==> config.mk <==
export PLATFORM = sky130hd
export DESIGN_NAME = converter_config_register_bank
export DESIGN_NICKNAME = d
export VERILOG_FILES = /design/src/rtl/conv_cfg_pkg.sv /design/src/rtl/cfg_wr_if.sv /design/src/rtl/cfg_word_reg.sv /design/src/rtl/converter_config_register_bank.sv /design/src/rtl/crosspoint_decode.sv
export SDC_FILE = /design/constraint.sdc
export NUM_CORES = 1
export LEC_CHECK = 0
export ABC_AREA = 1
export ABC_CLOCK_PERIOD_IN_PS = 1600
export BUFFER_PORTS_ARGS = -buffer_cell sky130_fd_sc_hd__buf_2
export CORE_ASPECT_RATIO = 0.5
export CORE_MARGIN = 5
export CORE_UTILIZATION = 40
export DETAILED_ROUTE_END_ITERATION = 8
export GPL_TIMING_DRIVEN = 0
export PLACE_DENSITY = 0.67
export RECOVER_POWER = 25
export SLEW_MARGIN = 40
export SYNTH_ARGS = -nofsm -noshare
export SYNTH_HDL_FRONTEND = slang
export SYNTH_SLANG_ARGS = --single-unit
==> constraint.sdc <==
create_clock -name i_sys_clk -period 1.6 [get_ports i_sys_clk]
set_input_delay 0.16 -clock i_sys_clk [delete_from_list [all_inputs] [get_ports i_sys_clk]]
set_output_delay 0.16 -clock i_sys_clk [all_outputs]
set_load 0.05 [all_outputs]
==> src/rtl/conv_cfg_pkg.sv <==
// constants, field layouts and reset words of the converter configuration bank
// assumes 16-bit register words reached by completed serial write commands
package conv_cfg_pkg;
  localparam int ADDR_W = 8;
  localparam int DATA_W = 16;
  localparam int NUM_CORES = 4;
  localparam int SRC_W = 5;
  localparam int SEL_W = 2;

  // register addresses
  localparam logic [ADDR_W-1:0] ADDR_SOFT_RESET = 8'h00;
  localparam logic [ADDR_W-1:0] ADDR_MODE_DIV = 8'h31;
  localparam logic [ADDR_W-1:0] ADDR_SRC_12 = 8'h3A;
  localparam logic [ADDR_W-1:0] ADDR_SRC_34 = 8'h3B;
  localparam logic [ADDR_W-1:0] ADDR_CURRENT = 8'h50;
  localparam logic [ADDR_W-1:0] ADDR_FS_TRIM = 8'h55;

  // reset words
  localparam logic [DATA_W-1:0] RST_MODE_DIV = 16'h0004;
  localparam logic [DATA_W-1:0] RST_SRC_12 = 16'h0402;
  localparam logic [DATA_W-1:0] RST_SRC_34 = 16'h1008;
  localparam logic [DATA_W-1:0] RST_CURRENT = 16'h0010;
  localparam logic [DATA_W-1:0] RST_FS_TRIM = 16'h0020;
  localparam logic [DATA_W-1:0] RD_ZERO = 16'h0000;

  // field positions
  localparam int SOFT_RESET_BIT = 0;
  localparam int CH_LSB = 0;
  localparam int CH_W = 3;
  localparam int DIV_LSB = 8;
  localparam int DIV_W = 2;
  localparam int SRC_LO_LSB = 0;
  localparam int SRC_HI_LSB = 8;
  localparam int CUR_LSB = 0;
  localparam int CUR_W = 3;
  localparam int CMB_LSB = 4;
  localparam int CMB_W = 2;
  localparam int TRIM_LSB = 0;
  localparam int TRIM_W = 6;

  // channel count codes, one-hot
  typedef enum logic [CH_W-1:0] {
    MODE_SINGLE = 3'h1,
    MODE_DUAL = 3'h2,
    MODE_QUAD = 3'h4
  } chan_mode_t;

  // branches interleaved per channel
  localparam logic [3:0] BR_SINGLE = 4'h8;
  localparam logic [3:0] BR_DUAL = 4'h4;
  localparam logic [3:0] BR_QUAD = 4'h2;
  localparam logic [3:0] BR_NONE = 4'h0;

  // clock divider codes
  localparam logic [DIV_W-1:0] DIV_CODE_1 = 2'h0;
  localparam logic [DIV_W-1:0] DIV_CODE_2 = 2'h1;
  localparam logic [DIV_W-1:0] DIV_CODE_4 = 2'h2;
  localparam logic [DIV_W-1:0] DIV_CODE_8 = 2'h3;
  localparam logic [3:0] DIV_FACTOR_1 = 4'h1;
  localparam logic [3:0] DIV_FACTOR_2 = 4'h2;
  localparam logic [3:0] DIV_FACTOR_4 = 4'h4;
  localparam logic [3:0] DIV_FACTOR_8 = 4'h8;
  localparam logic [2:0] DIV_LAST_1 = 3'h0;
  localparam logic [2:0] DIV_LAST_2 = 3'h1;
  localparam logic [2:0] DIV_LAST_4 = 3'h3;
  localparam logic [2:0] DIV_LAST_8 = 3'h7;

  // crosspoint source codes
  localparam logic [SRC_W-1:0] SRC_PAIR_1 = 5'h02;
  localparam logic [SRC_W-1:0] SRC_PAIR_2 = 5'h04;
  localparam logic [SRC_W-1:0] SRC_PAIR_3 = 5'h08;
  localparam logic [SRC_W-1:0] SRC_PAIR_4 = 5'h10;

  // trim, current and buffer codes
  localparam logic [TRIM_W-1:0] TRIM_NEUTRAL = 6'h20;
  localparam logic [CUR_W-1:0] CUR_NOMINAL = 3'h0;
  localparam logic [CUR_W-1:0] CUR_CUT_40 = 3'h4;
  localparam logic [CUR_W-1:0] CUR_STEP_MAX = 3'h4;
  localparam logic [CMB_W-1:0] CMB_OFF = 2'h0;
  localparam logic [CMB_W-1:0] CMB_LOW = 2'h1;
endpackage

==> src/rtl/cfg_wr_if.sv <==
// completed-write carrier between the bank and its word registers
// assumes one driver (the bank) and any number of word registers
`timescale 1ns/10ps
`default_nettype none
interface cfg_wr_if;
  import conv_cfg_pkg::*;
  logic wr_valid;
  logic [ADDR_W-1:0] addr;
  logic [DATA_W-1:0] data;
  logic clear;
  modport src (output wr_valid, output addr, output data, output clear);
  modport sink (input wr_valid, input addr, input data, input clear);
endinterface
`default_nettype wire

==> src/rtl/cfg_word_reg.sv <==
// one 16-bit configuration word at a fixed address
// assumes writes arrive only as completed commands on the carrier
`timescale 1ns/10ps
`default_nettype none
module cfg_word_reg
  import conv_cfg_pkg::*;
#(
  parameter logic [ADDR_W-1:0] REG_ADDR = 8'h00,
  parameter logic [DATA_W-1:0] RESET_WORD = 16'h0000
) (
  input wire logic i_sys_clk,
  input wire logic i_rst,
  cfg_wr_if.sink bus,
  output logic [DATA_W-1:0] o_word
);
  logic [DATA_W-1:0] word_r;
  logic [DATA_W-1:0] word_nxt;

  always_comb begin
    word_nxt = word_r;
    if (bus.clear) begin
      word_nxt = RESET_WORD;
    end else if (bus.wr_valid && (bus.addr == REG_ADDR)) begin
      word_nxt = bus.data;
    end
  end

  always_ff @(posedge i_sys_clk) begin
    if (i_rst) begin
      word_r <= RESET_WORD;
    end else begin
      word_r <= word_nxt;
    end
  end

  assign o_word = word_r;
endmodule // cfg_word_reg
`default_nettype wire

==> src/rtl/converter_config_register_bank.sv <==
// configuration register bank of a four-core interleaved converter
// assumes the serial control logic presents each finished write as a
// one-cycle strobe with address and word, on i_sys_clk
// Summary of operation
// - a one in the soft reset bit restores every register and clears itself
// - channel count decodes one-hot: single, dual, quad; quad by default
// - quad interleaves two branches, dual four, single all eight
// - dual pairs cores 1-2 and 3-4; quad maps core n to channel n
// - divider codes 00..11 give factors 1, 2, 4, 8; 00 by default
// - sampling rate is the input clock divided by the chosen factor
// - each core source field is five bits, zero lsb, two per word
// - source codes one-hot above bit zero select pairs one to four
// - any input pair may feed any core in every mode
// - source changes apply as soon as the carrying write completes
// - six-bit trim drives trim converter; 100000 neutral default
// - core current 000 nominal, 100..111 cut 40..10 percent, 001..011 banned
// - two-bit buffer strength in bits five and four, can switch off
// - buffer codes: 00 off, 01 low default, 10 medium, 11 high
`timescale 1ns/10ps
`default_nettype none
module converter_config_register_bank
  import conv_cfg_pkg::*;
(
  input wire logic i_sys_clk,
  input wire logic i_rst,
  input wire logic i_cfg_wr_valid,
  input wire logic [ADDR_W-1:0] i_cfg_wr_addr,
  input wire logic [DATA_W-1:0] i_cfg_wr_data,
  input wire logic [ADDR_W-1:0] i_cfg_rd_addr,
  output logic [DATA_W-1:0] o_cfg_rd_data,
  output logic o_mode_single,
  output logic o_mode_dual,
  output logic o_mode_quad,
  output logic o_mode_invalid,
  output logic [3:0] o_branches_per_channel,
  output logic [NUM_CORES*SEL_W-1:0] o_core_channel,
  output logic [3:0] o_clk_div_factor,
  output logic o_sample_tick,
  output logic [NUM_CORES*SEL_W-1:0] o_core_source_sel,
  output logic [NUM_CORES-1:0] o_core_source_valid,
  output logic [TRIM_W-1:0] o_full_scale_trim_code,
  output logic [CUR_W-1:0] o_core_current_code,
  output logic [CUR_W-1:0] o_core_current_cut_steps,
  output logic o_core_current_invalid,
  output logic [CMB_W-1:0] o_common_mode_buffer_strength,
  output logic o_cm_buffer_enable
);
  cfg_wr_if wr_bus ();

  logic soft_clear;
  logic [DATA_W-1:0] mode_word;
  logic [DATA_W-1:0] src12_word;
  logic [DATA_W-1:0] src34_word;
  logic [DATA_W-1:0] cur_word;
  logic [DATA_W-1:0] trim_word;
  logic [SRC_W-1:0] src_code [NUM_CORES];
  logic [DIV_W-1:0] div_code;
  logic [2:0] div_last;
  logic [2:0] div_cnt_r;
  logic [2:0] div_cnt_nxt;
  logic div_touch;
  logic [DATA_W-1:0] rd_data_r;
  logic [DATA_W-1:0] rd_data_nxt;
  logic [CUR_W-1:0] cur_code;

  // completed write, soft reset derived from it
  assign soft_clear = i_cfg_wr_valid && (i_cfg_wr_addr == ADDR_SOFT_RESET)
                      && i_cfg_wr_data[SOFT_RESET_BIT];
  assign wr_bus.wr_valid = i_cfg_wr_valid;
  assign wr_bus.addr = i_cfg_wr_addr;
  assign wr_bus.data = i_cfg_wr_data;
  assign wr_bus.clear = soft_clear;

  cfg_word_reg #(.REG_ADDR(ADDR_MODE_DIV), .RESET_WORD(RST_MODE_DIV)) u_mode_div (
    .i_sys_clk(i_sys_clk),
    .i_rst(i_rst),
    .bus(wr_bus.sink),
    .o_word(mode_word)
  );
  cfg_word_reg #(.REG_ADDR(ADDR_SRC_12), .RESET_WORD(RST_SRC_12)) u_src_12 (
    .i_sys_clk(i_sys_clk),
    .i_rst(i_rst),
    .bus(wr_bus.sink),
    .o_word(src12_word)
  );
  cfg_word_reg #(.REG_ADDR(ADDR_SRC_34), .RESET_WORD(RST_SRC_34)) u_src_34 (
    .i_sys_clk(i_sys_clk),
    .i_rst(i_rst),
    .bus(wr_bus.sink),
    .o_word(src34_word)
  );
  cfg_word_reg #(.REG_ADDR(ADDR_CURRENT), .RESET_WORD(RST_CURRENT)) u_current (
    .i_sys_clk(i_sys_clk),
    .i_rst(i_rst),
    .bus(wr_bus.sink),
    .o_word(cur_word)
  );
  cfg_word_reg #(.REG_ADDR(ADDR_FS_TRIM), .RESET_WORD(RST_FS_TRIM)) u_fs_trim (
    .i_sys_clk(i_sys_clk),
    .i_rst(i_rst),
    .bus(wr_bus.sink),
    .o_word(trim_word)
  );

  // operating mode and channel map
  always_comb begin
    o_mode_single = 1'b0;
    o_mode_dual = 1'b0;
    o_mode_quad = 1'b0;
    o_mode_invalid = 1'b0;
    o_branches_per_channel = BR_NONE;
    o_core_channel = '0;
    unique case (mode_word[CH_LSB +: CH_W])
      MODE_SINGLE: begin
        o_mode_single = 1'b1;
        o_branches_per_channel = BR_SINGLE;
      end
      MODE_DUAL: begin
        o_mode_dual = 1'b1;
        o_branches_per_channel = BR_DUAL;
        for (int c = 0; c < NUM_CORES; c++) begin
          o_core_channel[c*SEL_W +: SEL_W] = SEL_W'(c >> 1);
        end
      end
      MODE_QUAD: begin
        o_mode_quad = 1'b1;
        o_branches_per_channel = BR_QUAD;
        for (int c = 0; c < NUM_CORES; c++) begin
          o_core_channel[c*SEL_W +: SEL_W] = SEL_W'(c);
        end
      end
      // more or fewer than one bit set by the host
      default: o_mode_invalid = 1'b1;
    endcase
  end

  // clock divider
  assign div_code = mode_word[DIV_LSB +: DIV_W];
  always_comb begin
    o_clk_div_factor = DIV_FACTOR_1;
    div_last = DIV_LAST_1;
    unique case (div_code)
      DIV_CODE_1: begin
        o_clk_div_factor = DIV_FACTOR_1;
        div_last = DIV_LAST_1;
      end
      DIV_CODE_2: begin
        o_clk_div_factor = DIV_FACTOR_2;
        div_last = DIV_LAST_2;
      end
      DIV_CODE_4: begin
        o_clk_div_factor = DIV_FACTOR_4;
        div_last = DIV_LAST_4;
      end
      DIV_CODE_8: begin
        o_clk_div_factor = DIV_FACTOR_8;
        div_last = DIV_LAST_8;
      end
    endcase
  end

  // restart the count on any write that may change the factor
  assign div_touch = soft_clear || (i_cfg_wr_valid && (i_cfg_wr_addr == ADDR_MODE_DIV));
  always_comb begin
    div_cnt_nxt = div_cnt_r + 3'h1;
    if (div_touch || (div_cnt_r >= div_last)) begin
      div_cnt_nxt = '0;
    end
  end
  always_ff @(posedge i_sys_clk) begin
    if (i_rst) begin
      div_cnt_r <= '0;
    end else begin
      div_cnt_r <= div_cnt_nxt;
    end
  end
  assign o_sample_tick = (div_cnt_r == div_last);

  // crosspoint: any pair to any core
  always_comb begin
    src_code[0] = src12_word[SRC_LO_LSB +: SRC_W];
    src_code[1] = src12_word[SRC_HI_LSB +: SRC_W];
    src_code[2] = src34_word[SRC_LO_LSB +: SRC_W];
    src_code[3] = src34_word[SRC_HI_LSB +: SRC_W];
  end
  for (genvar c = 0; c < NUM_CORES; c++) begin : g_xp
    crosspoint_decode u_xp (
      .i_code(src_code[c]),
      .o_sel(o_core_source_sel[c*SEL_W +: SEL_W]),
      .o_valid(o_core_source_valid[c])
    );
  end

  // trim, core current and buffer strength
  assign o_full_scale_trim_code = trim_word[TRIM_LSB +: TRIM_W];
  assign cur_code = cur_word[CUR_LSB +: CUR_W];
  assign o_core_current_code = cur_code;
  always_comb begin
    o_core_current_cut_steps = '0;
    o_core_current_invalid = 1'b0;
    if (cur_code[CUR_W-1]) begin
      o_core_current_cut_steps = CUR_STEP_MAX - {1'b0, cur_code[1:0]};
    end else if (cur_code != CUR_NOMINAL) begin
      o_core_current_invalid = 1'b1;
    end
  end
  assign o_common_mode_buffer_strength = cur_word[CMB_LSB +: CMB_W];
  assign o_cm_buffer_enable = (cur_word[CMB_LSB +: CMB_W] != CMB_OFF);

  // readback; soft reset word always reads zero
  always_comb begin
    unique case (i_cfg_rd_addr)
      ADDR_MODE_DIV: rd_data_nxt = mode_word;
      ADDR_SRC_12: rd_data_nxt = src12_word;
      ADDR_SRC_34: rd_data_nxt = src34_word;
      ADDR_CURRENT: rd_data_nxt = cur_word;
      ADDR_FS_TRIM: rd_data_nxt = trim_word;
      default: rd_data_nxt = RD_ZERO;
    endcase
  end
  always_ff @(posedge i_sys_clk) begin
    if (i_rst) begin
      rd_data_r <= RD_ZERO;
    end else begin
      rd_data_r <= rd_data_nxt;
    end
  end
  assign o_cfg_rd_data = rd_data_r;

  soft_reset_a:
  assert property (@(posedge i_sys_clk) disable iff (i_rst)
    soft_clear |=> (mode_word == RST_MODE_DIV) && (src12_word == RST_SRC_12)
      && (src34_word == RST_SRC_34) && (cur_word == RST_CURRENT)
      && (trim_word == RST_FS_TRIM))
    else $error("soft reset did not restore defaults");

  mode_decode_a:
  assert property (@(posedge i_sys_clk) disable iff (i_rst)
    (i_cfg_wr_valid && !soft_clear && (i_cfg_wr_addr == ADDR_MODE_DIV)
      && (i_cfg_wr_data[CH_LSB +: CH_W] == MODE_SINGLE))
    |=> o_mode_single && !o_mode_dual && !o_mode_quad && !o_mode_invalid)
    else $error("single mode not decoded");

  branch_count_a:
  assert property (@(posedge i_sys_clk) disable iff (i_rst)
    (o_mode_dual |-> o_branches_per_channel == BR_DUAL)
    and (o_mode_quad |-> o_branches_per_channel == BR_QUAD))
    else $error("wrong branch count for mode");

  core_map_a:
  assert property (@(posedge i_sys_clk) disable iff (i_rst)
    o_mode_dual |-> (o_core_channel[SEL_W +: SEL_W] == 2'h0)
      && (o_core_channel[2*SEL_W +: SEL_W] == 2'h1))
    else $error("dual mode core pairing wrong");

  divide_eight_a:
  assert property (@(posedge i_sys_clk) disable iff (i_rst)
    (o_sample_tick && (o_clk_div_factor == DIV_FACTOR_8) && !div_touch)
      ##1 (!div_touch)[*7]
    |=> o_sample_tick && !$past(o_sample_tick, 4))
    else $error("divide by eight tick spacing wrong");

  source_apply_a:
  assert property (@(posedge i_sys_clk) disable iff (i_rst)
    (i_cfg_wr_valid && !soft_clear && (i_cfg_wr_addr == ADDR_SRC_12)
      && (i_cfg_wr_data[SRC_LO_LSB +: SRC_W] == SRC_PAIR_3))
    |=> (o_core_source_sel[SEL_W-1:0] == 2'h2) && o_core_source_valid[0])
    else $error("source select not applied after write");

  hold_idle_a:
  assert property (@(posedge i_sys_clk) disable iff (i_rst)
    !i_cfg_wr_valid |=> $stable(mode_word) && $stable(src12_word)
      && $stable(src34_word) && $stable(cur_word) && $stable(trim_word))
    else $error("register changed without a write");

  current_cut_a:
  assert property (@(posedge i_sys_clk) disable iff (i_rst)
    (i_cfg_wr_valid && !soft_clear && (i_cfg_wr_addr == ADDR_CURRENT)
      && (i_cfg_wr_data[CUR_LSB +: CUR_W] == CUR_CUT_40))
    |=> (o_core_current_cut_steps == CUR_STEP_MAX) && !o_core_current_invalid)
    else $error("current cut not decoded");

  buffer_off_a:
  assert property (@(posedge i_sys_clk) disable iff (i_rst)
    (i_cfg_wr_valid && !soft_clear && (i_cfg_wr_addr == ADDR_CURRENT)
      && (i_cfg_wr_data[CMB_LSB +: CMB_W] == CMB_OFF))
    |=> !o_cm_buffer_enable && (o_common_mode_buffer_strength == CMB_OFF))
    else $error("buffer not switched off after write");

  trim_default_a:
  assert property (@(posedge i_sys_clk)
    $fell(i_rst) |-> (o_full_scale_trim_code == TRIM_NEUTRAL)
      && (o_common_mode_buffer_strength == CMB_LOW) && o_mode_quad)
    else $error("defaults wrong after reset");
endmodule // converter_config_register_bank
`default_nettype wire

==> src/rtl/crosspoint_decode.sv <==
// decodes one core's source select code into an input pair index
// assumes the code comes straight from a register word
`timescale 1ns/10ps
`default_nettype none
module crosspoint_decode
  import conv_cfg_pkg::*;
(
  input wire logic [SRC_W-1:0] i_code,
  output logic [SEL_W-1:0] o_sel,
  output logic o_valid
);
  always_comb begin
    o_sel = '0;
    o_valid = 1'b1;
    unique case (i_code)
      SRC_PAIR_1: o_sel = 2'h0;
      SRC_PAIR_2: o_sel = 2'h1;
      SRC_PAIR_3: o_sel = 2'h2;
      SRC_PAIR_4: o_sel = 2'h3;
      // lowest bit set or not one-hot
      default: o_valid = 1'b0;
    endcase
  end
endmodule // crosspoint_decode
`default_nettype wire

# Yosys cells after proc, flatten, opt, wreduce, memory -nomap -nowiden
# Index checks and enable logic that the tools add are counted.
# totals
in_bits	35
out_inout_bits	65
reg_bits	99
# classes
mux	20
addsub	2
eq_ne	33
reduce_logical	20
order_cmp	1
# op_table
cell	n
16-bit case mux with 5 select lines	1
8-bit by 6-bit equality test with 1-bit output (second input constant)	6
8-bit by 7-bit equality test with 1-bit output (second input constant)	4
2-bit case mux with 3 select lines	4
5-bit by 2-bit equality test with 1-bit output (second input constant)	4
5-bit by 3-bit equality test with 1-bit output (second input constant)	4
5-bit by 4-bit equality test with 1-bit output (second input constant)	4
5-bit equality test (second input constant)	4
4-bit case mux with 4 select lines	1
8-bit case mux with 2 select lines	1
4-bit OR reduction	4
3-bit case mux with 4 select lines	1
4-bit case mux with 3 select lines	1
1-bit 2-to-1 mux	10
8-bit logical NOT	1
1-bit logical AND	7
2-bit equality test (second input constant)	2
2-bit OR reduction	2
3-bit by 1-bit adder with 3-bit output (second input constant)	1
3-bit by 1-bit equality test with 1-bit output (second input constant)	1
3-bit by 2-bit equality test with 1-bit output (second input constant)	1
3-bit equality test	1
3-bit equality test (second input constant)	1
3-bit greater-or-equal comparator	1
8 further kinds	9

# Logic depth before layout (Yosys ltp)
# Gate-level depths: netlist (run 1).
# logic_depth
word_depth	6
ltp_mapped	9

# Modules after synthesis
# From an unflattened synthesis (run 1), not the netlist that was laid out.
# unflattened
cells_unflattened	977
area_unflattened_um2	6123.4
# by_module_without_submodules
mod	cells_per_inst	seq_area_each_um2	area_each_um2	instances
converter_config_register_bank	284	380.4	1706.6	1
cfg_word_reg at u_fs_trim	138	320.3	882.1	1
cfg_word_reg at u_src_34	135	320.3	872.1	1
cfg_word_reg at u_mode_div	118	320.3	807.0	1
cfg_word_reg at u_current	114	320.3	775.7	1
cfg_word_reg at u_src_12	116	320.3	769.5	1
crosspoint_decode	18	0.0	77.6	4

# Least setup slack after synthesis (run 1)
# OpenSTA, ideal clock, no wires.
# synth_path
path_type	reg-to-output
from	register u_mode_div.word_r[2] (netlist: u_mode_div.o_word[2])
to	output port o_mode_invalid
arrival_ps	2232
path_stages_with_launch	5
path_slack_ps	-792
required_ps	1440
n_path_buf	0
cell_sequence	dfxtp_1 -> inv_1 -> nor3_1 -> or2_2 -> nor2_1
# synth_via
elab_chain_cells	3
word_cells_on_any_way	5
cone_classes	eq/ne (3); mux (1); reduce/logical (1)
# synth_rtl
item	line_no	source
from (decl)	cfg_word_reg.sv:16	logic [DATA_W-1:0] word_r;
from (signal assigned)	cfg_word_reg.sv:32	word_r <= word_nxt;
3-bit equality test (tied with other cells)	converter_config_register_bank.sv:113	unique case (mode_word[CH_LSB +: CH_W])
3-bit OR reduction (no source line) *	-	
1-bit 2-to-1 mux *	converter_config_register_bank.sv:113	
to (decl)	converter_config_register_bank.sv:34	output logic o_mode_invalid,
# Every way passes the cells marked *; elsewhere a longest branch is shown, timed or not.

# Worst setup path in the final report (run 1)
# layout_path
from	register u_mode_div.word_r[8] (netlist: u_mode_div.o_word[8])
to	output port o_sample_tick
# layout_via
elab_chain_cells	3
word_cells_on_any_way	6
cone_classes	eq/ne (4); mux (1); reduce/logical (1)
# layout_rtl
item	line_no	source
2-bit equality test (tied with other cells)	converter_config_register_bank.sv:142	unique case (div_code)
3-bit case mux with 4 select lines *	converter_config_register_bank.sv:142	
3-bit equality test *	converter_config_register_bank.sv:177	assign o_sample_tick = (div_cnt_r == div_last);
to (decl)	converter_config_register_bank.sv:38	output logic o_sample_tick,
# Marks and branches as above.

==> out/qor.txt, run 1 <==
Htree depth - 3
Total CTS buffers - 9
Core area - 11,800 um^2
Layout cell share with drive strength beyond 1 - 25.6%
Avg Cell Area, Syn - 6.88 um^2
Final setup vio count - 0
Cell with the most instances after synthesis - nand3_1
Fmax - 0.636 GHz
Leak Pwr - 2.54 nW
Longest Clk Path Bufs - 2
Met2 Usage GRT - 34.6%
Met3 GRT Util - 8.09%
Rows - 28
Largest net degree at the start of global routing - 17
Worst-Skew Late Latency - 350 ps
Bufs and invs on worst path - 3
PwrDens - 799 nW/um^2
Global placement routability congestion - 0.930
Port Buffer Count - 94
Fin crit period - 1570 ps
Crit path max fanout - 4
Post-CTS Hold Fix Bufs - 0
GRT Util Overall - 23.8%
Skew final - 7.12 ps
Area leader, netlist - dfxtp_1
Outcome - finished, final reports clean
Die ar. - 14,400 um^2
Slew Viols, Final - 0
Worst Tran Pin Value - 976 ps
Endpoint type of the worst setup path - output pin
Avg WL per Cell - 17.4 um
Yosys top cell area share - 41.3%
Max incr delay on CP - 380 ps
Worst Hold Class - primary input to flop
CP Class - flop to output pin
Fillers - 1,180
Via/cell ratio - 5.46
Placed Area - 5530 um^2
Post-synth cell types - 24
Pre-antenna DRT Iters - 5
DP Cell Count - 960
Die X - 165 um
Fin area - 6100 um^2
Antenna-violating nets left - 0
Final Cycle Share - 98.3%
HPWL after detailed placement - 12.2 mm
Final TNS setup - 0 ps
Gr ovfl total - 0
# diodes - 0
Top_reg_cell synth - dfxtp_1
Final Util - 51.8%
Yosys Warn Count - 0
Clock Root Buffer - clkbuf_16
Cell Count, Final, Fillers Out - 983
Post-route DRC - 0
EDFF count, synth - 0
GRT busiest layer - met2
Post-synth ARST share - 0%
Multi-input logic area - 2530 um^2
Die Ht - 87.5 um
Post-Syn Area - 4800 um^2
Number of max-cap violations - 0
Final hold vios - 0
M1 GR Usage - 33.1%
Critical-path cell list - nor2_4 -> inv_2 -> ha_4 -> nand3_4 -> inv_4 -> buf_8
Initial drt markers - 646
Seq/Total Area, Yosys - 41.3%
Ports - 100
Synth Instances - 698
Critical path launch point type - flop
Slowest-stage cell, CP - dfxtp_4
CP arrival - 1410 ps
Worst-case vdd ir drop - 0.548 mV
Top cells by count, synth - nand3_1, nand2_1, dfxtp_1, a21oi_1, nor2_1
CP required - 1440 ps
Final #Nets - 853
Vias in the first global route - 4,755
Initial Util - 40.8%
Register area - 2020 um^2
Delay-heaviest family, CP - flip-flops
First-pass GRT wire length - 26.0 mm
Slew HR - 34.7%
Area growth, synth to finish - 27.2%
Initial antenna violation count - 0
Clock Sinks - 99
RSZ-0062 raised after global routing - true
Synth top area cells - dfxtp_1, nand3_1, nand2_1
DR vias - 5,365
Final wirelength - 17.1 mm
Clock transition at path regs - 70 ps
FF+latch count, synth - 99
CTS tree - built
-- per-stage QoR --
step	hold WS [ps]	worst slack, ps	power, mW
3_3_place_gp	432	-237	2.83
4_1_cts	99.0	-1.25	4.88
6_report	106	27.6	4.88
5_1_grt	113	-27.0	5.02
2_1_floorplan	301	-103	2.68
3_5_place_dp	448	-258	2.84
-- state kept, by name, summed over array words and instances, names as in the netlist --
signal	flops
u_current.o_word	16
u_mode_div.o_word	16
u_fs_trim.o_word	16
o_cfg_rd_data	16
u_src_34.o_word	16
u_src_12.o_word	16
div_cnt_r	3
-- timing repair --
item | CTS | global route
gates cloned | 0 | 0
gates resized for setup | 36 | 47
setup endpoints to repair | 15 | 14
buffers inserted | 5 | 2
pin swaps | 2 | 12
-- tightest hold or removal path, stage by stage --
cell and delay (ps):
buf_2 130, nand2_1 60, a21oi_1 50
-- final timing paths --
path	depth (start not counted)	startpoint	end	slack, ps
max	6	u_mode_div.o_word[8]	o_sample_tick	30
min	3	i_cfg_wr_data[13]	u_mode_div.o_word[13]	110
max reg2reg	9	u_mode_div.o_word[8]	div_cnt_r[0]	160
min reg2reg	1	div_cnt_r[0]	div_cnt_r[0]	460
-- kinds of logic (layout without fill, tap and decap cells) --
group / Yosys count / after routing / share of synthesized area (%)
adder cells (fa/ha/maj): 5 / 5 / 1.30
buffers and inverters: 99 / 216 / 10.2
AND/OR/NAND/NOR: 408 / 408 / 37.6
AO/OA/AOI/OAI: 85 / 85 / 9.28
other: 1 / 4 / 0.0781
XOR/XNOR: 1 / 1 / 0.183
flip-flops: 99 / 99 / 41.3
-- per-layer routing --
layer | vias up | part of all wire (%)
li1 | 2531 | -
met1 | 2479 | 43
met2 | 325 | 42
met3 | 30 | 13
met4 | 0 | 1.9
met5 | - | 0
-- power breakdown --
part           switching [mW]  internal [mW]  total (mW)  leakage (nW)
combinational           0.251         0.0764       0.328          1.60
clock                   0.983           1.11        2.09         0.140
sequential            0.00278           2.45        2.46         0.806
-- cell usage in the layout, fill, tap and decap left out, types with 2 or more instances in the layout --
master | Yosys | layout
nor3_2 | 0 | 2
nand2_1 | 158 | 157
clkinv_2 | 0 | 2
nor2_2 | 2 | 7
nand2_2 | 1 | 2
clkbuf_2 | 0 | 2
nor2_4 | 0 | 7
nand3_1 | 163 | 156
nand4_1 | 6 | 6
clkbuf_1 | 8 | 28
a21oi_1 | 74 | 74
conb_1 | 1 | 4
ha_4 | 0 | 3
buf_4 | 23 | 31
inv_1 | 37 | 35
dfxtp_2 | 0 | 14
nor2_1 | 69 | 57
buf_8 | 0 | 4
inv_4 | 0 | 3
ha_1 | 5 | 2
nor3_4 | 3 | 5
nand3_2 | 0 | 5
buf_6 | 0 | 2
buf_2 | 27 | 91
clkbuf_4 | 0 | 3
clkbuf_16 | 0 | 9
inv_2 | 3 | 2
inv_6 | 0 | 2
o21ai_0 | 5 | 5
dfxtp_4 | 0 | 6
nand3_4 | 0 | 2
dfxtp_1 | 99 | 79
o2111ai_1 | 4 | 3
-- layout make-up --
cell class,count,area share [%]
clock buffer,11,3.98
clock inverter,5,0.595
sequential,99,33.1
buffer,59,5.56
tap,165,3.38
inverter,40,2.58
multi-input combinational,503,41.5
timing repair buffer,101,9.27
Power figures use the tool's default switching activity.
==> inputs of run 2 (changes only) <==
--- a/config.mk
+++ b/config.mk
@@ -13,7 +13,6 @@
 export CORE_UTILIZATION = 40
 export DETAILED_ROUTE_END_ITERATION = 8
 export GPL_TIMING_DRIVEN = 0
-export PLACE_DENSITY = 0.67
 export RECOVER_POWER = 25
 export SLEW_MARGIN = 40
 export SYNTH_ARGS = -nofsm -noshare
==> run 2 against run 1 <==
  * First-iteration DRC count down 30%
  * Clock skew down 2.8 ps
  * Fmax down 1.7%
  * Global-route usage down 1.0 points
  * Setup slack worse by 27 ps
  * Count of clock-buffer cells in the layout up 1
  * Register-to-register slack better by 20 ps
  * Sequential cell count unchanged
  * Utilization down 0.13 points
  * Combinational power down 4%
  * Non-clock buffer count up 3
  * Largest power group unchanged
==> out/qor.txt, run 2 (synthesized netlist as in run 1, its figures left out) <==
Area growth, synth to finish - 26.9%
Min-Delay Endpoint - u_mode_div.o_word[7]
Post-CTS Hold Fix Bufs - 0
Leak Pwr - 2.54 nW
First-pass GRT wire length - 25.0 mm
Antenna-violating nets left - 0
Final setup vio count - 0
Clock Root Buffer - clkbuf_16
Fillers - 1,206
Crit path max fanout - 3
PwrDens - 811 nW/um^2
Die ar. - 14,400 um^2
RR Endpoint - div_cnt_r[0]
Number of max-cap violations - 0
Final Cycle Share - 100%
Die Ht - 87.5 um
Clock transition at path regs - 60 ps
Final TNS setup - 0 ps
Core area - 11,800 um^2
Outcome - finished, final reports clean
Placed Area - 5530 um^2
Pre-antenna DRT Iters - 6
Rows - 28
WHS Path Cells - 3
Fmax - 0.625 GHz
Slew Viols, Final - 0
Gr ovfl total - 0
Worst Tran Pin Value - 745 ps
Htree depth - 3
HP Start - i_cfg_wr_data[7]
Initial antenna violation count - 0
Initial drt markers - 455
Worst r2r src - u_mode_div.o_word[9]
GRT Util Overall - 22.8%
Worst Reg-to-Reg Cells - 9
Worst-case vdd ir drop - 0.481 mV
Initial Util - 40.8%
Port Buffer Count - 94
Worst Hold Class - primary input to flop
Hold slack - 108 ps
Layout cell share with drive strength beyond 1 - 25.6%
Fin crit period - 1600 ps
Largest net degree at the start of global routing - 15
Longest Clk Path Bufs - 2
Vias in the first global route - 4,647
Final wirelength - 16.4 mm
# diodes - 0
Global placement routability congestion - 0.920
CP required - 1440 ps
Worst-Skew Late Latency - 350 ps
CP arrival - 1440 ps
Via/cell ratio - 5.20
Total CTS buffers - 9
DR vias - 5,120
Ports - 100
Die X - 165 um
Most frequent cells in the layout - nand2_1, nand3_1, buf_2
Avg WL per Cell - 16.6 um
Critical path launch point type - flop
Slew HR - 50.1%
Endpoint type of the worst setup path - output pin
CTS tree - built
Skew final - 4.36 ps
Flop-to-flop setup slack - 180 ps
Final Util - 51.7%
RSZ-0062 raised after global routing - true
Post-route DRC - 0
HPWL after detailed placement - 12.0 mm
Final hold vios - 0
Clock Sinks - 99
Fin area - 6090 um^2
Final #Nets - 856
CP Class - flop to output pin
## run 2: worst max path at each step
stage                               from  slack (ps)          endpoint
floorplan           u_mode_div.o_word[0]        -100    o_mode_invalid
global placement        i_cfg_rd_addr[7]        -290  o_cfg_rd_data[1]
detailed placement      i_cfg_rd_addr[7]        -230  o_cfg_rd_data[1]
CTS                 u_mode_div.o_word[2]         0.5    o_mode_invalid
global route        u_mode_div.o_word[2]         -50    o_mode_invalid
finish              u_mode_div.o_word[0]         0.4    o_mode_invalid
## run 2: cell type report
| cell class | count | area [um^2] | share of cell area (%) |
|---|---|---|---|
| plain buffers | 59 | 339 | 5.57 |
| clock buffers | 12 | 246 | 4.05 |
| clock inverters | 2 | 37.5 | 0.617 |
| inverters | 40 | 150 | 2.47 |
| multi-input cells | 503 | 2510 | 41.3 |
| flip-flops and latches | 99 | 2020 | 33.2 |
| well taps | 165 | 206 | 3.39 |
| repair buffers | 104 | 574 | 9.43 |
## run 2: power breakdown
group	leakage [nW]	internal, mW	switching [mW]
registers	0.807	2.46	0.00268
clock network	0.135	1.24	0.921
logic	1.60	0.0752	0.240
## run 2: stage by stage
stage / instances / setup WS [ps] / power [mW]
floorplan: 701 / -103 / 2.68
global placement: 960 / -290 / 2.83
detailed placement: 960 / -229 / 2.83
CTS: 977 / 0.517 / 4.95
global route: 984 / -50.2 / 5.08
finish: 984 / 0.419 / 4.94
## run 2: critical path, stage by stage, from the launching register on
cell and delay, ps:
dfxtp_4 370, buf_4 140, nor3_4 40, or2_4 270
nor2_4 120, buf_8 150
## run 2: what timing repair did
action                     4_1_cts  5_1_grt
buffers inserted                 3        7
resized for setup               33       44
pin swaps                        2       11
setup endpoints to repair       17       16
## run 2: metal layers
metal  GRT usage (%)  wire length, um
met5               0                0
met4            7.25              327
met3            6.10             1820
met2            34.9             7040
met1            31.4             7190
==> inputs of run 3 (changes only) <==
--- a/config.mk
+++ b/config.mk
@@ -13,7 +13,6 @@
 export CORE_UTILIZATION = 40
 export DETAILED_ROUTE_END_ITERATION = 8
 export GPL_TIMING_DRIVEN = 0
-export RECOVER_POWER = 25
 export SLEW_MARGIN = 40
 export SYNTH_ARGS = -nofsm -noshare
 export SYNTH_HDL_FRONTEND = slang
==> run 3 against run 2 <==
  * The run now ends with negative setup slack left
  * Worst hold slack got worse by 2.1 ps
  * Largest cell class unchanged
  * Clock power barely moved
  * Die area did not move
  * Design area rose by 0.53%
  * Via count rose by 0.25%
  * Power barely moved
  * Non-clock buffer count did not move
  * Critical path depth did not move
==> out/qor.txt, run 3 (synthesized netlist as in run 1, its figures left out) <==
Critical path launch point type - flop
CP startpoint - u_mode_div.o_word[0]
Worst-Skew Late Latency - 350 ps
CP Class - flop to output pin
CP required - 1440 ps
Gr ovfl total - 0
Crit path max fanout - 3
CP arrival - 1440 ps
Die ar. - 14,400 um^2
Power, Total - 4.93 mW
Wire length on met2 - 6.98 mm
HP Start - i_cfg_wr_data[7]
Psw - 1.16 mW
Final setup vio count - 1
Die X - 165 um
Longest Clk Path Bufs - 2
Die Ht - 87.5 um
Critical-path cell list - buf_4 -> nor3_4 -> or2_4 -> nor2_4 -> buf_8
Slowest-stage cell, CP - dfxtp_4
Initial antenna violation count - 0
Flop pwr share - 49.9%
Largest net degree at the start of global routing - 15
Max incr delay on CP - 370 ps
Worst Tran Pin Value - 738 ps
Flop-to-flop setup slack - 170 ps
Area growth, synth to finish - 27.5%
Min-Delay Endpoint - u_mode_div.o_word[7]
Leak Pwr - 2.63 nW
WHS Path Cells - 3
HPWL after detailed placement - 12.0 mm
Metal-1 WL - 7.27 mm
Worst Reg-to-Reg Cells - 9
Comb pwr share - 6.5%
Pre-antenna DRT Iters - 5
Fmax - 0.624 GHz
Via/cell ratio - 5.22
Fin worst setup slack - -1.35 ps
Number of max-cap violations - 0
Post-route DRC - 0
Endpoint type of the worst setup path - output pin
Fin area - 6120 um^2
DR vias - 5,133
Clock power frac - 43.6%
Rows - 28
Worst-case vdd ir drop - 0.481 mV
Port Buffer Count - 94
Placed Area - 5530 um^2
# diodes - 0
CTS tree - built
Most frequent cells in the layout - nand2_1, nand3_1, buf_2
Avg WL per Cell - 16.6 um
Worst r2r src - u_mode_div.o_word[9]
Bufs and invs on worst path - 2
Failing checks - negative setup slack
Clock Sinks - 99
Switching share of total power - 23.5%
Slew HR - 50.6%
RR Endpoint - div_cnt_r[0]
Final Util - 52.0%
Antenna-violating nets left - 0
Final TNS setup - -1.35 ps
Delay-heaviest family, CP - simple AND/OR/NAND/NOR gates
First-pass GRT wire length - 25.0 mm
Uppermost layer routed - met4
Met3 WL - 1.74 mm
GRT Util Overall - 22.8%
Final #Nets - 856
Final hold vios - 0
Core area - 11,800 um^2
Total CTS buffers - 9
Final wirelength - 16.3 mm
Clock transition at path regs - 60 ps
Global placement routability congestion - 0.920
PwrDens - 806 nW/um^2
Fin crit period - 1600 ps
RSZ-0062 raised after global routing - true
Outcome - finished, violations left
Htree depth - 3
Ports - 100
Worst Hold Class - primary input to flop
Initial Util - 40.8%
Layout cell share with drive strength beyond 1 - 28.4%
Clock Root Buffer - clkbuf_16
Final Cycle Share - 100%
Skew final - 4.66 ps
Initial drt markers - 494
Vias in the first global route - 4,647
Internal - 3.78 mW
Slew Viols, Final - 0
## run 3: changes by cell type in the layout (fill, tap and decap cells not counted), sizes merged
cell,before,now
buf,132,155
clkbuf,43,20
## run 3: how the worst max path moves through the flow
| stage | depth (start not counted) | slack (ps) | to |
|---|---|---|---|
| floorplan | 5 | -100 | o_mode_invalid |
| finish | 5 | -1 | o_mode_invalid |
| detailed placement | 9 | -230 | o_cfg_rd_data[1] |
| global placement | 9 | -290 | o_cfg_rd_data[1] |
| global route | 6 | -50 | o_mode_invalid |
| CTS | 6 | 0.5 | o_mode_invalid |
## run 3: worst min-delay path: stages
cell,delay [ps]
buf_2,130
nand2_1,60
a21oi_1,50
## run 3: repair_timing
action | 4_1_cts | 5_1_grt
hold buffers | 0 | 0
pin swaps | 2 | 11
gates resized for setup | 33 | 44
setup endpoints to repair | 17 | 16
buffers inserted | 3 | 7
## run 3: layer usage
metal	GRT usage, %	vias up
li1	-	2522
met1	31.4	2318
met2	34.9	264
met3	6.10	29
met4	7.25	0
met5	0	-
## run 3: layout make-up
class / instances / area, um^2
plain buffers: 59 / 344
clock buffers: 12 / 246
clock inverters: 2 / 37.5
fillers: 1194 / 5650
inverters: 40 / 150
multi-input cells: 503 / 2520
flip-flops and latches: 99 / 2020
well taps: 165 / 206
repair buffers: 104 / 596
## run 3: power groups by stage
stage / combinational (mW) / clock (mW) / sequential [mW]
floorplan: 0.155 / 0 / 2.53
global placement: 0.308 / 0 / 2.52
detailed placement: 0.308 / 0 / 2.52
CTS: 0.310 / 2.18 / 2.46
global route: 0.339 / 2.29 / 2.46
finish: 0.318 / 2.15 / 2.46
## run 3: per-stage QoR
stage | std cells | setup WS, ps | hold WS (ps)
3_5_place_dp | 960 | -229 | 438
3_3_place_gp | 960 | -290 | 438
2_1_floorplan | 701 | -103 | 301
4_1_cts | 977 | 0.517 | 110
6_report | 984 | -1.35 | 106
5_1_grt | 984 | -50.2 | 113
